--- src/feeder_defs.vh ---
// Purpose: shared constants of the feeder serial command port
// Assumes: 100 MHz core clock, 8N1 character framing
// Notes:   definitions only, no logic
`ifndef FEEDER_DEFS_VH
`define FEEDER_DEFS_VH

// clock and selectable bit rates
`define CLK_HZ          100000000
`define BAUD_2400       2400
`define BAUD_9600       9600
`define BAUD_19200      19200
`define BAUD_28800      28800
`define BAUD_38400      38400
`define BAUD_57600      57600
`define BAUD_115200     115200
`define RATE_2400       3'h0
`define RATE_9600       3'h1
`define RATE_19200      3'h2
`define RATE_28800      3'h3
`define RATE_38400      3'h4
`define RATE_57600      3'h5
`define RATE_115200     3'h6
`define RATE_DEFAULT    3'h1

// character framing
`define DATA_BITS       4'h8
`define FRAME_BITS      4'hA

// ascii codes used by the frame grammar
`define CH_STX          8'h02
`define CH_CR           8'h0D
`define CH_SET          8'h21
`define CH_QRY          8'h3F
`define CH_ZERO         8'h30
`define CH_NINE         8'h39
`define CH_S            8'h73
`define CH_B            8'h62
`define CH_D            8'h64
`define CH_T            8'h74
`define CH_R            8'h72
`define CH_F            8'h66
`define CH_M            8'h6D
`define CH_C            8'h63
`define CH_K            8'h6B

// argument limits
`define SPEED_MIN       14'h0001
`define SPEED_MAX       14'h0064
`define BATCH_MIN       14'h0001
`define BATCH_MAX       14'h270F
`define DELAY_MAX       14'h0063
`define MAX_DIGITS      3'h4

// setting reset values
`define SPEED_RST       7'h32
`define BATCH_RST       14'h0001
`define DELAY_RST       7'h00

// reply field indices
`define FLD_SPEED       3'h0
`define FLD_BATCH       3'h1
`define FLD_DELAY       3'h2
`define FLD_MISS        3'h3
`define FLD_DOUBLE      3'h4
`define FLD_JOBS        3'h5
`define LAST_DIGIT      3'h4

// cycles to let the key synchroniser settle after reset
`define KEY_SETTLE      3'h4

`endif

--- src/feeder_serial_command_port.v ---
// Purpose: framed text command port of a product feeder controller
// Assumes: one 100 MHz clock; counter events are same-clock pulses
// Notes:   a reply in progress causes new queries to be dropped
`timescale 1ns/10ps
`include "feeder_defs.vh"
// Operation
// - primary port rate selectable among seven rates 2400 to 115200
// - secondary port has its own independent rate setting
// - characters are 8 data bits, no parity, 1 stop, no flow control
// - the external connector is the primary port at its rate
// - key held at power-up dumps speed, batch, delay and the three counters, not the rates, on primary port
// - terminal can read the stored feeder settings over serial
// - mc! dc! tc! clear miss, double and job-batch counters
// - a new rate is stored only on enter; menu exit keeps the old
// - running totals of double and missed feeds are kept
module feeder_serial_command_port #(
    parameter CLK_HZ = `CLK_HZ
) (
    // clock and reset
    input  wire        core_clk,
    input  wire        rstn,
    // serial pins, primary is the external connector
    input  wire        prim_rxd,
    output wire        prim_txd,
    input  wire        sec_rxd,
    output wire        sec_txd,
    // operator menu for bit rates
    input  wire        menu_select,
    input  wire        menu_port,
    input  wire [2:0]  menu_rate,
    input  wire        menu_enter,
    input  wire        menu_exit,
    // cycle key pin
    input  wire        cycle_key,
    // feed events
    input  wire        miss_event,
    input  wire        double_event,
    input  wire        batch_done,
    // settings and commands to the feeder
    output reg  [6:0]  speed_reg,
    output reg  [13:0] batch_reg,
    output reg  [6:0]  delay_reg,
    output reg         trigger_reg,
    output reg         rstop_reg,
    output reg         feeder_reset_reg,
    output reg  [2:0]  prim_rate_reg,
    output reg  [2:0]  sec_rate_reg,
    output reg  [15:0] miss_cnt_reg,
    output reg  [15:0] double_cnt_reg,
    output reg  [15:0] jobs_cnt_reg
);
    localparam P_IDLE = 2'h0, P_BODY = 2'h1, P_ARG = 2'h2;
    localparam R_IDLE = 2'h0, R_TAG = 2'h1, R_DIG = 2'h2, R_CR = 2'h3;
    // bit period for a rate code; invalid codes never get stored
    function [15:0] rate_div;
        input [2:0]  sel;
        reg   [31:0] q;
        begin
            case (sel)
                `RATE_2400:  q = CLK_HZ / `BAUD_2400;
                `RATE_9600:  q = CLK_HZ / `BAUD_9600;
                `RATE_19200: q = CLK_HZ / `BAUD_19200;
                `RATE_28800: q = CLK_HZ / `BAUD_28800;
                `RATE_38400: q = CLK_HZ / `BAUD_38400;
                `RATE_57600: q = CLK_HZ / `BAUD_57600;
                default:     q = CLK_HZ / `BAUD_115200;
            endcase
            rate_div = q[15:0]; // slowest rate still fits at 100 MHz
        end
    endfunction

    // decimal weight of a digit position, most significant first
    function [15:0] weight;
        input [2:0] pos;
        begin
            case (pos)
                3'h0:    weight = 16'h2710;
                3'h1:    weight = 16'h03E8;
                3'h2:    weight = 16'h0064;
                3'h3:    weight = 16'h000A;
                default: weight = 16'h0001;
            endcase
        end
    endfunction

    wire [7:0] rx_data [0:1];
    wire       rx_valid [0:1];
    wire       tx_ready [0:1];
    reg  [7:0] tx_data_reg;
    reg  [1:0] tx_go_reg;

    // each port has its own uart_link instance; each runs at its own rate
    uart_link u_prim (
        .core_clk     (core_clk),
        .rstn         (rstn),
        .bit_div      (rate_div(prim_rate_reg)),
        .rxd          (prim_rxd),
        .txd_reg      (prim_txd),
        .rx_data_reg  (rx_data[0]),
        .rx_valid_reg (rx_valid[0]),
        .tx_data      (tx_data_reg),
        .tx_valid     (tx_go_reg[0]),
        .tx_ready_reg (tx_ready[0])
    );
    uart_link u_sec (
        .core_clk     (core_clk),
        .rstn         (rstn),
        .bit_div      (rate_div(sec_rate_reg)),
        .rxd          (sec_rxd),
        .txd_reg      (sec_txd),
        .rx_data_reg  (rx_data[1]),
        .rx_valid_reg (rx_valid[1]),
        .tx_data      (tx_data_reg),
        .tx_valid     (tx_go_reg[1]),
        .tx_ready_reg (tx_ready[1])
    );

    // rate menu: a pick is held pending until enter or exit
    reg       pend_reg;
    reg       pend_port_reg;
    reg [2:0] pend_rate_reg;
    always @(posedge core_clk or negedge rstn) begin
        if (!rstn) begin
            pend_reg      <= 1'b0;
            pend_port_reg <= 1'b0;
            pend_rate_reg <= `RATE_DEFAULT;
            prim_rate_reg <= `RATE_DEFAULT;
            sec_rate_reg  <= `RATE_DEFAULT;
        end else if (menu_exit) begin
            pend_reg <= 1'b0; // old rate kept
        end else if (menu_enter && pend_reg) begin
            pend_reg <= 1'b0;
            if (pend_port_reg)
                sec_rate_reg <= pend_rate_reg;
            else
                prim_rate_reg <= pend_rate_reg;
        end else if (menu_select && menu_rate <= `RATE_115200) begin
            pend_reg      <= 1'b1;
            pend_port_reg <= menu_port;
            pend_rate_reg <= menu_rate;
        end
    end

    // frame parser; the port whose stx came last owns the frame
    reg  [1:0]  p_state_reg;
    reg         p_port_reg;
    reg  [1:0]  p_pos_reg;
    reg  [7:0]  c0_reg;
    reg  [7:0]  c1_reg;
    reg  [7:0]  c2_reg;
    reg  [13:0] num_reg;
    reg  [2:0]  ndig_reg;
    reg         exec_reg;
    wire        rx_port = rx_valid[0] ? 1'b0 : 1'b1;
    wire        rx_any = rx_valid[0] | rx_valid[1];
    wire [7:0]  rx_ch = rx_valid[0] ? rx_data[0] : rx_data[1];
    wire        is_dig = rx_ch >= `CH_ZERO && rx_ch <= `CH_NINE;
    wire        mine = rx_any && rx_port == p_port_reg;
    wire        has_arg = c0_reg == `CH_S || c0_reg == `CH_B ||
                          c0_reg == `CH_D;
    always @(posedge core_clk or negedge rstn) begin
        if (!rstn) begin
            p_state_reg <= P_IDLE;
            p_port_reg  <= 1'b0;
            p_pos_reg   <= 2'h0;
            c0_reg      <= 8'h00;
            c1_reg      <= 8'h00;
            c2_reg      <= 8'h00;
            num_reg     <= 14'h0000;
            ndig_reg    <= 3'h0;
            exec_reg    <= 1'b0;
        end else begin
            exec_reg <= 1'b0;
            if (rx_any && rx_ch == `CH_STX) begin
                p_state_reg <= P_BODY; // stx always restarts
                p_port_reg  <= rx_port;
                p_pos_reg   <= 2'h0;
                c1_reg      <= 8'h00;
                c2_reg      <= 8'h00;
                num_reg     <= 14'h0000;
                ndig_reg    <= 3'h0;
            end else if (mine && p_state_reg != P_IDLE) begin
                if (rx_ch == `CH_CR) begin
                    p_state_reg <= P_IDLE;
                    exec_reg    <= 1'b1;
                end else if (p_state_reg == P_ARG) begin
                    if (is_dig && ndig_reg < `MAX_DIGITS) begin
                        num_reg  <= num_reg * 14'h000A +
                                    {6'h00, rx_ch - `CH_ZERO};
                        ndig_reg <= ndig_reg + 3'h1;
                    end else begin
                        p_state_reg <= P_IDLE; // malformed
                    end
                end else if (p_pos_reg == 2'h0) begin
                    c0_reg    <= rx_ch;
                    p_pos_reg <= 2'h1;
                end else if (p_pos_reg == 2'h1) begin
                    c1_reg    <= rx_ch;
                    p_pos_reg <= 2'h2;
                    if (has_arg && rx_ch == `CH_SET)
                        p_state_reg <= P_ARG;
                end else if (p_pos_reg == 2'h2) begin
                    c2_reg    <= rx_ch;
                    p_pos_reg <= 2'h3;
                end else begin
                    p_state_reg <= P_IDLE; // too long
                end
            end
        end
    end

    // command decode at cr
    wire two    = p_pos_reg == 2'h2;
    wire cnt_op = p_pos_reg == 2'h3 && c1_reg == `CH_C;
    wire set_ok = has_arg && two && ndig_reg != 3'h0 && c1_reg == `CH_SET;
    wire do_clr = exec_reg && cnt_op && c2_reg == `CH_SET;
    wire do_rd  = exec_reg && cnt_op && c2_reg == `CH_QRY;
    wire do_qry = exec_reg && two && c0_reg == `CH_QRY &&
                  c1_reg == `CH_SET;
    wire do_one = exec_reg && two && c1_reg == `CH_SET;

    // settings and one-cycle command strobes
    always @(posedge core_clk or negedge rstn) begin
        if (!rstn) begin
            speed_reg        <= `SPEED_RST;
            batch_reg        <= `BATCH_RST;
            delay_reg        <= `DELAY_RST;
            trigger_reg      <= 1'b0;
            rstop_reg        <= 1'b0;
            feeder_reset_reg <= 1'b0;
        end else begin
            trigger_reg      <= do_one && c0_reg == `CH_T;
            rstop_reg        <= do_one && c0_reg == `CH_R;
            feeder_reset_reg <= do_one && c0_reg == `CH_F;
            if (exec_reg && set_ok) begin
                // out-of-range arguments leave the value alone
                if (c0_reg == `CH_S && num_reg >= `SPEED_MIN &&
                    num_reg <= `SPEED_MAX)
                    speed_reg <= num_reg[6:0];
                if (c0_reg == `CH_B && num_reg >= `BATCH_MIN &&
                    num_reg <= `BATCH_MAX)
                    batch_reg <= num_reg;
                if (c0_reg == `CH_D && num_reg <= `DELAY_MAX)
                    delay_reg <= num_reg[6:0];
            end
        end
    end

    // running totals; an event in the clear cycle still counts
    always @(posedge core_clk or negedge rstn) begin
        if (!rstn) begin
            miss_cnt_reg   <= 16'h0000;
            double_cnt_reg <= 16'h0000;
            jobs_cnt_reg   <= 16'h0000;
        end else begin
            if (do_clr && c0_reg == `CH_M)
                miss_cnt_reg <= {15'h0000, miss_event};
            else if (miss_event)
                miss_cnt_reg <= miss_cnt_reg + 16'h0001;
            if (do_clr && c0_reg == `CH_D)
                double_cnt_reg <= {15'h0000, double_event};
            else if (double_event)
                double_cnt_reg <= double_cnt_reg + 16'h0001;
            if (do_clr && c0_reg == `CH_T)
                jobs_cnt_reg <= {15'h0000, batch_done};
            else if (batch_done)
                jobs_cnt_reg <= jobs_cnt_reg + 16'h0001;
        end
    end

    // cycle key: synchronised, sampled once after reset settles
    reg       key_s1_reg;
    reg       key_s2_reg;
    reg [2:0] settle_reg;
    reg       dump_reg;
    always @(posedge core_clk or negedge rstn) begin
        if (!rstn) begin
            key_s1_reg <= 1'b0;
            key_s2_reg <= 1'b0;
            settle_reg <= 3'h0;
            dump_reg   <= 1'b0;
        end else begin
            key_s1_reg <= cycle_key;
            key_s2_reg <= key_s1_reg;
            dump_reg   <= 1'b0;
            if (settle_reg != `KEY_SETTLE) begin
                settle_reg <= settle_reg + 3'h1;
                dump_reg   <= settle_reg == `KEY_SETTLE - 3'h1 &&
                              key_s2_reg;
            end
        end
    end

    // reply: fields as tag plus five digits, closed by cr
    reg  [1:0]  r_state_reg;
    reg         r_port_reg;
    reg  [2:0]  fld_reg;
    reg  [2:0]  last_reg;
    reg  [2:0]  pos_reg;
    reg  [15:0] val_reg;
    reg  [3:0]  dig_reg;
    reg  [7:0]  tag;
    reg  [15:0] fval;
    wire        ready = tx_ready[r_port_reg] && tx_go_reg == 2'h0;
    always @* begin
        case (fld_reg)
            `FLD_SPEED:  begin tag = `CH_S; fval = {9'h000, speed_reg}; end
            `FLD_BATCH:  begin tag = `CH_B; fval = {2'h0, batch_reg}; end
            `FLD_DELAY:  begin tag = `CH_D; fval = {9'h000, delay_reg}; end
            `FLD_MISS:   begin tag = `CH_M; fval = miss_cnt_reg; end
            `FLD_DOUBLE: begin tag = `CH_K; fval = double_cnt_reg; end
            default:     begin tag = `CH_T; fval = jobs_cnt_reg; end
        endcase
    end
    always @(posedge core_clk or negedge rstn) begin
        if (!rstn) begin
            r_state_reg <= R_IDLE;
            r_port_reg  <= 1'b0;
            fld_reg     <= `FLD_SPEED;
            last_reg    <= `FLD_SPEED;
            pos_reg     <= 3'h0;
            val_reg     <= 16'h0000;
            dig_reg     <= 4'h0;
            tx_data_reg <= 8'h00;
            tx_go_reg   <= 2'h0;
        end else begin
            tx_go_reg <= 2'h0;
            case (r_state_reg)
                R_IDLE: begin
                    r_state_reg <= R_TAG;
                    if (dump_reg) begin
                        r_port_reg <= 1'b0;
                        fld_reg    <= `FLD_SPEED;
                        last_reg   <= `FLD_JOBS;
                    end else if (do_qry) begin
                        r_port_reg <= p_port_reg;
                        fld_reg    <= `FLD_SPEED;
                        last_reg   <= `FLD_DELAY;
                    end else if (do_rd && (c0_reg == `CH_M ||
                             c0_reg == `CH_D || c0_reg == `CH_T)) begin
                        r_port_reg <= p_port_reg;
                        fld_reg    <= c0_reg == `CH_M ? `FLD_MISS :
                                      c0_reg == `CH_D ? `FLD_DOUBLE :
                                      `FLD_JOBS;
                        last_reg   <= c0_reg == `CH_M ? `FLD_MISS :
                                      c0_reg == `CH_D ? `FLD_DOUBLE :
                                      `FLD_JOBS;
                    end else begin
                        r_state_reg <= R_IDLE;
                    end
                end
                R_TAG: if (ready) begin
                    tx_data_reg <= tag;
                    tx_go_reg[r_port_reg] <= 1'b1;
                    val_reg     <= fval; // value snapshot per field
                    pos_reg     <= 3'h0;
                    dig_reg     <= 4'h0;
                    r_state_reg <= R_DIG;
                end
                R_DIG: begin
                    // repeated subtraction: at most nine steps a digit
                    if (val_reg >= weight(pos_reg)) begin
                        val_reg <= val_reg - weight(pos_reg);
                        dig_reg <= dig_reg + 4'h1;
                    end else if (ready) begin
                        tx_data_reg <= `CH_ZERO + {4'h0, dig_reg};
                        tx_go_reg[r_port_reg] <= 1'b1;
                        dig_reg <= 4'h0;
                        pos_reg <= pos_reg + 3'h1;
                        if (pos_reg == `LAST_DIGIT) begin
                            fld_reg     <= fld_reg + 3'h1;
                            r_state_reg <= fld_reg == last_reg ? R_CR :
                                           R_TAG;
                        end
                    end
                end
                R_CR: if (ready) begin
                    tx_data_reg <= `CH_CR;
                    tx_go_reg[r_port_reg] <= 1'b1;
                    r_state_reg <= R_IDLE;
                end
                default: r_state_reg <= R_IDLE;
            endcase
        end
    end
endmodule // feeder_serial_command_port

--- src/uart_link.v ---
// Purpose: one 8N1 serial port, receive and transmit
// Assumes: rxd arrives from a pin; bit period given in core clocks
// Notes:   framing errors drop the character silently
`timescale 1ns/10ps
`include "feeder_defs.vh"
module uart_link (
    // clock and reset
    input  wire        core_clk,
    input  wire        rstn,
    // bit period in clocks
    input  wire [15:0] bit_div,
    // serial pins
    input  wire        rxd,
    output reg         txd_reg,
    // received byte
    output reg  [7:0]  rx_data_reg,
    output reg         rx_valid_reg,
    // byte to send
    input  wire [7:0]  tx_data,
    input  wire        tx_valid,
    output reg         tx_ready_reg
);
    reg        rx_s1_reg;
    reg        rx_s2_reg;
    reg        rx_busy_reg;
    reg [15:0] rx_cnt_reg;
    reg [3:0]  rx_bit_reg;
    reg [8:0]  rx_sh_reg;
    reg [15:0] tx_cnt_reg;
    reg [3:0]  tx_bit_reg;
    reg [9:0]  tx_sh_reg;

    // receiver: two-stage sync, mid-bit sampling, stop bit check
    always @(posedge core_clk or negedge rstn) begin
        if (!rstn) begin
            rx_s1_reg    <= 1'b1;
            rx_s2_reg    <= 1'b1;
            rx_busy_reg  <= 1'b0;
            rx_cnt_reg   <= 16'h0000;
            rx_bit_reg   <= 4'h0;
            rx_sh_reg    <= 9'h000;
            rx_data_reg  <= 8'h00;
            rx_valid_reg <= 1'b0;
        end else begin
            rx_s1_reg    <= rxd;
            rx_s2_reg    <= rx_s1_reg;
            rx_valid_reg <= 1'b0;
            if (!rx_busy_reg) begin
                if (!rx_s2_reg) begin
                    rx_busy_reg <= 1'b1;
                    rx_cnt_reg  <= {1'b0, bit_div[15:1]}; // half bit
                    rx_bit_reg  <= 4'h0;
                end
            end else if (rx_cnt_reg != 16'h0000) begin
                rx_cnt_reg <= rx_cnt_reg - 16'h0001;
            end else begin
                rx_cnt_reg <= bit_div - 16'h0001;
                if (rx_bit_reg == 4'h0 && rx_s2_reg) begin
                    rx_busy_reg <= 1'b0; // start glitch
                end else if (rx_bit_reg == `FRAME_BITS - 4'h1) begin
                    rx_busy_reg <= 1'b0;
                    rx_data_reg <= rx_sh_reg[8:1];
                    rx_valid_reg <= rx_s2_reg; // 8 data, 1 stop
                end else begin
                    rx_bit_reg <= rx_bit_reg + 4'h1;
                    rx_sh_reg  <= {rx_s2_reg, rx_sh_reg[8:1]};
                end
            end
        end
    end

    // transmitter: start, 8 data lsb first, stop, no parity
    always @(posedge core_clk or negedge rstn) begin
        if (!rstn) begin
            txd_reg      <= 1'b1;
            tx_ready_reg <= 1'b1;
            tx_cnt_reg   <= 16'h0000;
            tx_bit_reg   <= 4'h0;
            tx_sh_reg    <= 10'h3FF;
        end else if (tx_ready_reg) begin
            if (tx_valid) begin
                tx_ready_reg <= 1'b0;
                tx_sh_reg    <= {1'b1, tx_data, 1'b0};
                tx_bit_reg   <= 4'h0;
                tx_cnt_reg   <= 16'h0000;
            end
        end else if (tx_cnt_reg != 16'h0000) begin
            tx_cnt_reg <= tx_cnt_reg - 16'h0001;
        end else if (tx_bit_reg == `FRAME_BITS) begin
            tx_ready_reg <= 1'b1;
        end else begin
            txd_reg    <= tx_sh_reg[0];
            tx_sh_reg  <= {1'b1, tx_sh_reg[9:1]};
            tx_bit_reg <= tx_bit_reg + 4'h1;
            tx_cnt_reg <= bit_div - 16'h0001;
        end
    end
endmodule // uart_link

--- config.mk ---
export PLATFORM = sky130hd
export DESIGN_NAME = feeder_serial_command_port
export DESIGN_NICKNAME = d
export VERILOG_FILES = /design/src/feeder_serial_command_port.v /design/src/uart_link.v
export VERILOG_INCLUDE_DIRS = /design/src
export SDC_FILE = /design/constraint.sdc
export NUM_CORES = 1
export LEC_CHECK = 0
export ABC_AREA = 1
export BUFFER_PORTS_ARGS = -buffer_cell sky130_fd_sc_hd__buf_2
export CAP_MARGIN = 0
export CORE_MARGIN = 4
export CORE_UTILIZATION = 35
export DETAILED_ROUTE_END_ITERATION = 7
export SETUP_SLACK_MARGIN = 0.5
export SYNTH_ARGS = -nofsm -noshare
export SYNTH_HDL_FRONTEND = slang
export SYNTH_SLANG_ARGS = --single-unit
--- constraint.sdc ---
create_clock -name core_clk -period 2.66 [get_ports core_clk]
set_input_delay 0.133 -clock core_clk [delete_from_list [all_inputs] [get_ports core_clk]]
set_output_delay 0.133 -clock core_clk [all_outputs]
set_load 0.005 [all_outputs]
# Yosys cells after proc, flatten, opt, wreduce, memory -nomap -nowiden
# Cells that the tools add are included.
# W data, S select, Z words.
[classes]
add_sub_neg = 22
multipliers = 1
n_lt_le_gt_ge = 12
eq_ne = 79
mux = 175
bitwise_logic = 20
n_reduce_logical = 101
[op_table]
columns = ["op", "count"]
rows = [
  ["$mux W16", 25],
  ["$pmux W16 S6", 2],
  ["$mux W8", 18],
  ["$sub A16 B1 Y16 const B", 6],
  ["$mux W10", 8],
  ["$mux W4", 20],
  ["$pmux W16 S5", 1],
  ["$mux W14", 5],
  ["$eq A8 B7 Y1 const B", 8],
  ["$reduce_bool A16 Y1", 4],
  ["$pmux W14 S4", 1],
  ["$mux W3", 17],
  ["$add A16 B1 Y16 const B", 3],
  ["$mux W2", 24],
  ["$mux W1", 45],
  ["$eq A8 B6 Y1 const B", 5],
  ["$ne A2 B2 Y1 const B", 20],
  ["$logic_and A1 B1 Y1", 37],
  ["$reduce_and A4 Y1", 9],
  ["$pmux W16 S2", 1],
  ["$reduce_and A5 Y1", 6],
  ["$le A14 B7 Y1 const B", 2],
  ["$eq A3 B2 Y1 const B", 9],
  ["$pmux W5 S5", 1],
  ["52 further kinds", 133],
]
[word_totals]
regBits = 331
output_inout_bits = 87
word_cells = 472

# Depth between registers and ports, before layout
# Gate-level depths: netlist (run 1).
[logic_depth]
ltp_word = 11
mapped_depth = 20
depth_no_buf = 20

# Hierarchy
# A second synthesis (run 1) with hierarchy kept.
[hier_totals]
hier_cells = 3017
area_unflattened_um2 = 21336.7
[by_module_without_submodules]
columns = ["module", "instances", "cells_per_inst", "area_per_inst_um2"]
rows = [
  ["feeder_serial_command_port", 1, 1670, 11954.0],
  ["uart_link at u_prim", 1, 675, 4702.0],
  ["uart_link at u_sec", 1, 672, 4680.7],
]

# Least setup slack after synthesis (run 1)
# No wires, ideal clock.
[synth_timing]
kind = "register to register"
startpoint = "register pos_reg[0]"
endpoint = "register val_reg[10]"
setup_time_ns = 0.066
arrival_ns = 2.812
slack_ns = -0.218
stages_incl_launch_ff = 21
synth_period_minus_slack_ns = 2.878
cell_sequence = "dfrtp_1 > ha_1 > ha_1 > inv_1 > nand2_1 > nor2_1 > ha_1 > inv_1 > fa_1 > nand3_1 > nand2_1 > nand2_1 > nand2_1 > nand3_1 > nand3_1 > nor2_1 > nor2_1 > inv_1 > clkbuf_1 > nand2_1 > nand2_1"
[synth_via]
elab_chain_cells = 7
word_cells_on_any_way = 14
classes_between = "add/sub: 1; order compare: 1; eq/ne: 4; mux: 6; reduce/logical: 2"
[synth_rtl]
columns = ["item", "line_no", "text"]
rows = [
  ["start, declared", "feeder_serial_command_port.v:299", "reg [2:0] pos_reg;"],
  ["start signal, assigned", "feeder_serial_command_port.v:369", "pos_reg <= pos_reg + 3'h1;"],
  ["$eq A3 B2 Y1 (tied with other cells)", "feeder_serial_command_port.v:76", "case (pos)"],
  ["$pmux W14 S4 *", "feeder_serial_command_port.v:76", ""],
  ["$mux W16", "feeder_serial_command_port.v:362", "if (val_reg >= weight(pos_reg)) begin"],
  ["$mux W16", "feeder_serial_command_port.v:328", "case (r_state_reg)"],
  ["$sub A16 B16 Y16", "feeder_serial_command_port.v:363", "val_reg <= val_reg - weight(pos_reg);"],
  ["$mux W16", "feeder_serial_command_port.v:362", ""],
  ["$pmux W16 S2", "feeder_serial_command_port.v:328", ""],
  ["end signal, assigned", "feeder_serial_command_port.v:355", "val_reg <= fval;"],
  ["end signal, assigned", "feeder_serial_command_port.v:363", ""],
  ["end, declared", "feeder_serial_command_port.v:300", "reg [15:0] val_reg;"],
]
# Every way passes the cells marked *; elsewhere a longest branch is shown, timed or not. The select of a mux whose other input is x is not followed.
# A chain may end at the register's enable or synchronous reset.

# Worst setup path in the final report (run 1)
[layout_timing]
startpoint = "register num_reg[3]"
endpoint = "register num_reg[13]"
[layout_via]
elab_chain_cells = 7
[layout_rtl]
columns = ["item", "line_no", "text"]
rows = [
  ["start, declared", "feeder_serial_command_port.v:151", "reg [13:0] num_reg;"],
  ["start signal, assigned", "feeder_serial_command_port.v:188", "num_reg <= num_reg * 14'h000A +"],
  ["$mul A14 B3 Y13", "feeder_serial_command_port.v:188", ""],
  ["$add A14 B8 Y14", "feeder_serial_command_port.v:188", ""],
  ["$mux W14", "feeder_serial_command_port.v:187", "if (is_dig && ndig_reg < `MAX_DIGITS) begin"],
  ["$mux W14", "feeder_serial_command_port.v:186", "end else if (p_state_reg == P_ARG) begin"],
  ["$mux W14", "feeder_serial_command_port.v:183", "if (rx_ch == `CH_CR) begin"],
  ["$mux W14", "feeder_serial_command_port.v:182", "end else if (mine && p_state_reg != P_IDLE) begin"],
  ["$mux W14", "feeder_serial_command_port.v:174", "if (rx_any && rx_ch == `CH_STX) begin"],
]
# No other way between the ends. The select of a mux whose other input is x is not followed.

==> metrics.md, run 1 <==
| Metric | Value |
|---|---|
| Number of port buffers | `101` |
| Utilization after layout | `44.4%` |
| Fillers | `5,390` |
| Tightest Pin Transition | `668 ps` |
| Area grow syn2layout | `24.4%` |
| Avg WL per Cell | `15.5 um` |
| Avg Cell Area, Syn | `7.42 um^2` |
| TritonRoute pass-1 iters | `6` |
| Ratio of cells with drive above 1 in the final layout | `18.5%` |
| Root Buffer | `clkbuf_16` |
| Final worst slack | `-30.2 ps` |
| Kind of end point of the critical path | `register` |
| Die Y | `243 um` |
| Syn Nets | `2,713` |
| Clock Sink Count | `326` |
| Slew margin rel. | `55.5%` |
| Worst-Skew Late Latency | `560 ps` |
| CTS buffer count | `41` |
| Total GRT Usage | `18.3%` |
| Row count | `85` |
| Failing checks | `negative setup slack` |
| Area leader, netlist | `dfrtp_1` |
| Vias | `18,327` |
| Worst r2r src | `num_reg[3]$_DFFE_PN0P_` |
| Initial DRC count | `1,105` |
| Die ar. | `59,200 um^2` |
| Critical path startpoint category | `register` |
| Critical path arrival | `3140 ps` |
| Fin crit share | `101%` |
| Outcome | `finished with violations` |
| YS warnings | `0` |
| Fin. Hold Viols | `0` |
| Non-Filler Instances | `3,622` |
| Crit-path max FO | `4` |
| Worst Hold Class | `primary input to register` |
| Leakage | `11.7 nW` |
| Grt ovf | `0` |
| Yosys reg bits | `326` |
| DRC violations left | `0` |
| Power per cell area | `568 nW/um^2` |
| Die Wd | `243 um` |
| CP Class | `register to register` |
| Post-DP Area | `21,400 um^2` |
| Place WS | `-190 ps` |
| Clock Skew | `31.9 ps` |
| Post-synth EDFFs | `0` |
| H-tree levels | `2` |
| Post-synth top cells | `713 x nand2_1, 350 x inv_1, 293 x dfrtp_1` |
| CTS tree | `yes` |
| Worst R2R Path Depth | `17` |
| Hold_sp | `menu_enter` |
| Reg2reg end | `num_reg[13]$_DFFE_PN0P_` |
| Reg clk slew, reported paths | `60 ps` |
| Synth cell types | `54` |
| Placed insts | `3,492` |
| Crit path to | `num_reg[13]$_DFFE_PN0P_` |
| Cell count after synthesis | `2,611` |
| Clock tree buffer depth | `3` |
| Initial antenna violation count | `0` |
| RSZ-0062 raised after global routing | `yes` |
| Area contributors post-synth | `dfrtp_1 38%, nand2_1 14%, inv_1 6.8%` |
| Design Area, Final | `24,100 um^2` |
| Top FF cell, synth | `dfrtp_1` |
| R2R Setup Slk | `-30 ps` |
| Setup Viol. Count Final | `2` |
| Ports | `102` |
| Placer Congestion | `0.938` |
| Final min period | `2690 ps` |
| Hpwl dp | `41.0 mm` |
| Total negative slack | `-57.8 ps` |
| ANT nets after route | `0` |
| Pin count of the biggest net entering global routing | `81` |
| Fmax | `0.372 GHz` |
| Maxcap violations | `0` |
| VDD IR max | `478 uV` |
| Sequential-to-total area share from yosys stat | `42.3%` |
| Routed wire length | `56.3 mm` |
| Area of the mapped netlist | `19,400 um^2` |
| Post-synth top area share | `37.9%` |
| Fin nets | `2,953` |
| Core area | `54,300 um^2` |
| Required time of the critical path | `3110 ps` |
| Top-count cell post-synth | `nand2_1` |
| CP startpoint | `num_reg[3]$_DFFE_PN0P_` |
| Async SR Flop Fraction | `100%` |
| Vias in the first global route | `17,876` |
| Slew Viols, Final | `0` |
| First-pass GRT wire length | `91.3 mm` |
| Total power | `13.7 mW` |
| Antenna diode count | `0` |
| Hold Slack | `48.9 ps` |
| Initial Utilization | `35.6%` |
| Vias per cell | `5.06` |
-- cell type report --
cell class              instances  area (um^2)  area share, %
well taps                     739          925           3.84
repair buffers                236         1700           7.06
inverters                     365         1410           5.84
multi-input cells            1880        10500           43.7
flip-flops and latches        326         8200           34.0
clock buffers                  56         1160           4.82
repair inverters                1         8.76         0.0363
clock inverters                19          168          0.696
-- cells in the final DEF (no fill, tap or decap), types with 41 or more instances in the layout --
cell / synthesis / final
o21ai_1: 39 / 49
nand4_1: 43 / 43
buf_4: 0 / 97
inv_1: 350 / 337
nand2_1: 713 / 642
clkbuf_16: 0 / 41
a21oi_1: 87 / 82
o21ai_0: 243 / 219
nor2_1: 234 / 217
ha_1: 84 / 67
nand2_2: 3 / 61
buf_2: 5 / 100
xor2_1: 44 / 42
nor3_1: 48 / 45
dfrtp_1: 293 / 292
nand3_1: 155 / 137
-- metal layers --
layer / wire, um / global-route usage, % / vias to the layer above
li1: - / - / 9062
met1: 25000 / 24.0 / 8700
met2: 26600 / 30.9 / 449
met3: 2530 / 2.24 / 116
met4: 2160 / 7.42 / 0
met5: 0 / 0 / -
-- repair_timing --
| action | 4_1_cts | 5_1_grt |
|---|---|---|
| endpoints found under the hold margin | 101 | 0 |
| setup buffers | 9 | 22 |
| resized for setup | 91 | 131 |
| hold buffers | 16 | 0 |
| setup endpoints to repair | 135 | 189 |
| gates cloned | 5 | 3 |
| pin swaps | 48 | 53 |
-- worst min-delay path by stage --
stage	slack, ps	cells past startpoint	to
after floorplan	-160	0	batch_reg[10]$_DFFE_PN0P_
after global placement	190	1	val_reg[6]$_DFFE_PN0P_
after detailed placement	190	1	val_reg[6]$_DFFE_PN0P_
after CTS	20	5	sec_rate_reg[0]$_DFFE_PN1P_
after global routing	120	5	sec_rate_reg[0]$_DFFE_PN1P_
final	50	5	sec_rate_reg[0]$_DFFE_PN1P_
-- power breakdown --
| part | leakage [nW] | internal [mW] | total, mW | switching [mW] |
|---|---|---|---|---|
| clock | 0.657 | 3.27 | 5.50 | 2.23 |
| combinational | 6.88 | 0.883 | 2.45 | 1.57 |
| sequential | 4.20 | 5.29 | 5.74 | 0.454 |
-- critical path, cell delays in order (launching register included) --
cell	delay, ps
dfrtp_2	450
ha_4	290
ha_4	130
inv_2	30
fa_2	520
inv_2	40
ha_4	270
nand2_2	50
nor2_1	90
nand2_1	70
nand3_2	70
nand2_2	60
nand2_2	70
nand2_2	70
nor2_4	140
nand4_1	100
nand3_1	90
nand2_1	50
-- cells by family after synthesis --
| family | after synthesis | synth area share [%] |
|---|---|---|
| compound gates | 477 | 13.8 |
| xor+xnor | 61 | 2.76 |
| fa+ha+maj | 87 | 5.74 |
| buf+inv | 410 | 8.13 |
| flops | 326 | 42.3 |
| simple gates | 1250 | 27.2 |
Note: power is estimated with default switching activity, not from simulation.
==> run 2: changes to the inputs <==
--- a/config.mk
+++ b/config.mk
@@ -8,10 +8,11 @@
 export LEC_CHECK = 0
 export ABC_AREA = 1
 export BUFFER_PORTS_ARGS = -buffer_cell sky130_fd_sc_hd__buf_2
-export CAP_MARGIN = 0
+export CAP_MARGIN = 20
 export CORE_MARGIN = 4
 export CORE_UTILIZATION = 35
 export DETAILED_ROUTE_END_ITERATION = 7
+export GPL_TIMING_DRIVEN = 0
 export SETUP_SLACK_MARGIN = 0.5
 export SYNTH_ARGS = -nofsm -noshare
 export SYNTH_HDL_FRONTEND = slang
==> run 2 against run 1 <==
  * The run still ends with negative setup slack left
  * Largest power group is now the clock network
  * Flip-flop and latch count stayed put
  * Worst setup slack worse by 63 ps
  * Non-clock buffer count rose by 23
  * Global-route usage rose by 0.48 points
  * Power increased by 5.5%
  * Wire length up 1.9%
  * Critical path depth grew 3
  * Sequential power shrank 0.7%
  * Combinational power shrank 2%
==> metrics.md, run 2 (same netlist as run 1, synthesis figures left out) <==
| Metric | Value |
|---|---|
| Outcome | `finished with violations (unchanged)` |
| Failing checks | `negative setup slack (unchanged)` |
| Tightest Pin Transition | `639 ps (was 668 ps)` |
| Leakage | `11.9 nW (was 11.7 nW)` |
| FF+latch area | `8210 um^2 (was 8200 um^2)` |
| Final worst slack | `-93.6 ps (was -30.2 ps)` |
| Crit-path max FO | `5 (was 4)` |
| Initial antenna violation count | `0 (unchanged)` |
| Vias in the first global route | `18,260 (was 17,876)` |
| Most frequent cells in the layout | `626 x nand2_1, 328 x inv_1, 287 x dfrtp_1 (was 642 x nand2_1, 337 x inv_1, 292 x dfrtp_1)` |
| Grt ovf | `0 (unchanged)` |
| Total negative slack | `-1530 ps (was -57.8 ps)` |
| Placer Congestion | `0.955 (was 0.938)` |
| Die ar. | `59,200 um^2 (unchanged)` |
| Core area | `54,300 um^2 (unchanged)` |
| First-pass GRT wire length | `93.1 mm (was 91.3 mm)` |
| Worst path max stage delay | `430 ps (was 520 ps)` |
| Hpwl dp | `41.1 mm (was 41.0 mm)` |
| DRC violations left | `0 (unchanged)` |
| Number of port buffers | `101 (unchanged)` |
| Fin crit share | `104% (was 101%)` |
| Vias per cell | `5.09 (was 5.06)` |
| VDD IR max | `390 uV (was 478 uV)` |
| Clock Sink Count | `326 (unchanged)` |
| Worst-Skew Late Latency | `570 ps (was 560 ps)` |
| Maxcap violations | `0 (unchanged)` |
| Critical path arrival | `3180 ps (was 3140 ps)` |
| Antenna diode count | `0 (unchanged)` |
| Routed wire length | `57.4 mm (was 56.3 mm)` |
| Clock tree buffer depth | `3 (unchanged)` |
| Worst Hold Class | `primary input to register (unchanged)` |
| TritonRoute pass-1 iters | `5 (was 6)` |
| Die Y | `243 um (unchanged)` |
| Clock Skew | `29.7 ps (was 31.9 ps)` |
| CP Class | `register to register (unchanged)` |
| H-tree levels | `2 (unchanged)` |
| CTS tree | `yes (unchanged)` |
| Ports | `102 (unchanged)` |
| Power per cell area | `588 nW/um^2 (was 568 nW/um^2)` |
| Crit path max-delay family | `adder cells (unchanged)` |
| Slew margin rel. | `57.4% (was 55.5%)` |
| Pin count of the biggest net entering global routing | `124 (was 81)` |
| Critical path, cell by cell | `ha_2 > ha_4 > inv_4 > nand2_2 > nor2_2 > ha_2 > inv_2 > fa_2 > nand3_2 > nand2_2 > nand2_2 > nand2_2 > nand3_2 > nand3_4 > nor2_4 > nor2_4 > buf_12 > buf_8 > nand2_2 > o21ai_1 (was ha_4 > ha_4 > inv_2 > fa_2 > inv_2 > ha_4 > nand2_2 > nor2_1 > nand2_1 > nand3_2 > nand2_2 > nand2_2 > nand2_2 > nor2_4 > nand4_1 > nand3_1 > nand2_1)` |
| Multi-input gate area | `10,600 um^2 (was 10,500 um^2)` |
| Commonest non-fill, non-tap cell in the layout | `nand2_1 (unchanged)` |
| Buf/Inv on CP | `4 (was 2)` |
| Area grow syn2layout | `27.0% (was 24.4%)` |
| ANT nets after route | `0 (unchanged)` |
| Total power | `14.5 mW (was 13.7 mW)` |
| Slowest cell on crit path | `dfrtp_1 (was fa_2)` |
| Final min period | `2750 ps (was 2690 ps)` |
| Critical path startpoint category | `register (unchanged)` |
| R2R Setup Slk | `-90 ps (was -30 ps)` |
| Ratio of cells with drive above 1 in the final layout | `20.1% (was 18.5%)` |
| RSZ-0062 raised after global routing | `yes (unchanged)` |
| Row count | `85 (unchanged)` |
| Initial Utilization | `35.6% (unchanged)` |
| Fmax | `0.363 GHz (was 0.372 GHz)` |
| Total GRT Usage | `18.8% (was 18.3%)` |
| Avg WL per Cell | `15.8 um (was 15.5 um)` |
| Vias | `18,543 (was 18,327)` |
| Reg clk slew, reported paths | `60 ps (about the same)` |
| Slew Viols, Final | `0 (unchanged)` |
| Die Wd | `243 um (unchanged)` |
| Most used cell, CP | `nand2_2 (unchanged)` |
| Kind of end point of the critical path | `register (unchanged)` |
| Fillers | `5,225 (was 5,390)` |
| Required time of the critical path | `3090 ps (was 3110 ps)` |
| Fin nets | `2,972 (was 2,953)` |
| Root Buffer | `clkbuf_16 (unchanged)` |
| CTS buffer count | `41 (unchanged)` |
| Initial DRC count | `1,260 (was 1,105)` |
| Fin. Hold Viols | `0 (unchanged)` |
| Setup Viol. Count Final | `30 (was 2)` |
run 2: changes by cell type in the layout (fill, tap and decap cells not counted), sizes merged, moves of 2 or more:
cell      before  now
bufinv         2   11
clkbuf        56   81
clkinvlp       3    5
clkinv        17   12
buf          220  212
run 2: worst paths after layout:
check	start	to	cells past startpoint
worst max-delay path	pos_reg[0]$_DFFE_PN0P_	val_reg[12]$_DFFE_PN0P_	20
worst min-delay path	menu_enter	prim_rate_reg[0]$_DFFE_PN1P_	5
worst max register to register	pos_reg[0]$_DFFE_PN0P_	val_reg[12]$_DFFE_PN0P_	20
worst min register to register	u_prim.rx_s1_reg$_DFF_PN1_	u_prim.rx_s2_reg$_DFF_PN1_	0
max in group asynchronous	rstn	u_prim.rx_valid_reg$_DFF_PN0_	4
min in group asynchronous	rstn	val_reg[9]$_DFFE_PN0P_	2
run 2: metal layers:
layer / part of all wire (%) / wire (um) / vias to the layer above / track usage, %
li1: - / - / 9073 / -
met1: 44 / 25200 / 8826 / 24.7
met2: 47 / 27100 / 502 / 31.5
met3: 5.0 / 2870 / 142 / 2.79
met4: 3.9 / 2250 / 0 / 7.28
met5: 0 / 0 / - / 0
run 2: tightest hold or removal path, cell delays in order:
cell and delay, ps:
buf_2 90, nand2_1 50, inv_1 60, nand3_1 150, o21ai_0 100
run 2: cell type report:
cell class | count | area share (%)
Buffer | 45 | 1.14
Clock buffer | 50 | 4.55
Clock inverter | 24 | 1.67
Inverter | 365 | 5.72
Multi-Input combinational cell | 1876 | 43.3
Sequential cell | 326 | 33.4
Tap cell | 739 | 3.76
Timing Repair Buffer | 214 | 6.47
Timing Repair inverter | 1 | 0.0305
run 2: timing repair:
item	in CTS	in global routing
gates resized for setup	155	161
pin swaps	64	63
hold buffers	16	0
gates cloned	6	3
buffers inserted	57	30
endpoints found under the setup margin	201	217
hold endpoints to repair	85	0
run 2: metrics by stage:
step                worst slack [ps]  hold slack (ps)  instance area (um^2)  util [%]  cells
floorplan                       43.0             -163                 19600         -   2611
global route                    -219             70.6                 24600      45.2   3640
global placement               -5020              239                 21000      38.6   3451
finish                         -93.6             44.9                 24600      45.2   3640
CTS                            -61.4             9.11                 23900      44.0   3607
detailed placement              -524              122                 21100      38.8   3454
run 2: power by group:
group	switching [mW]	internal, mW	total, mW	leakage (nW)
clock	2.29	4.06	6.35	0.748
sequential	0.418	5.29	5.70	4.19
combinational	1.58	0.811	2.40	6.99
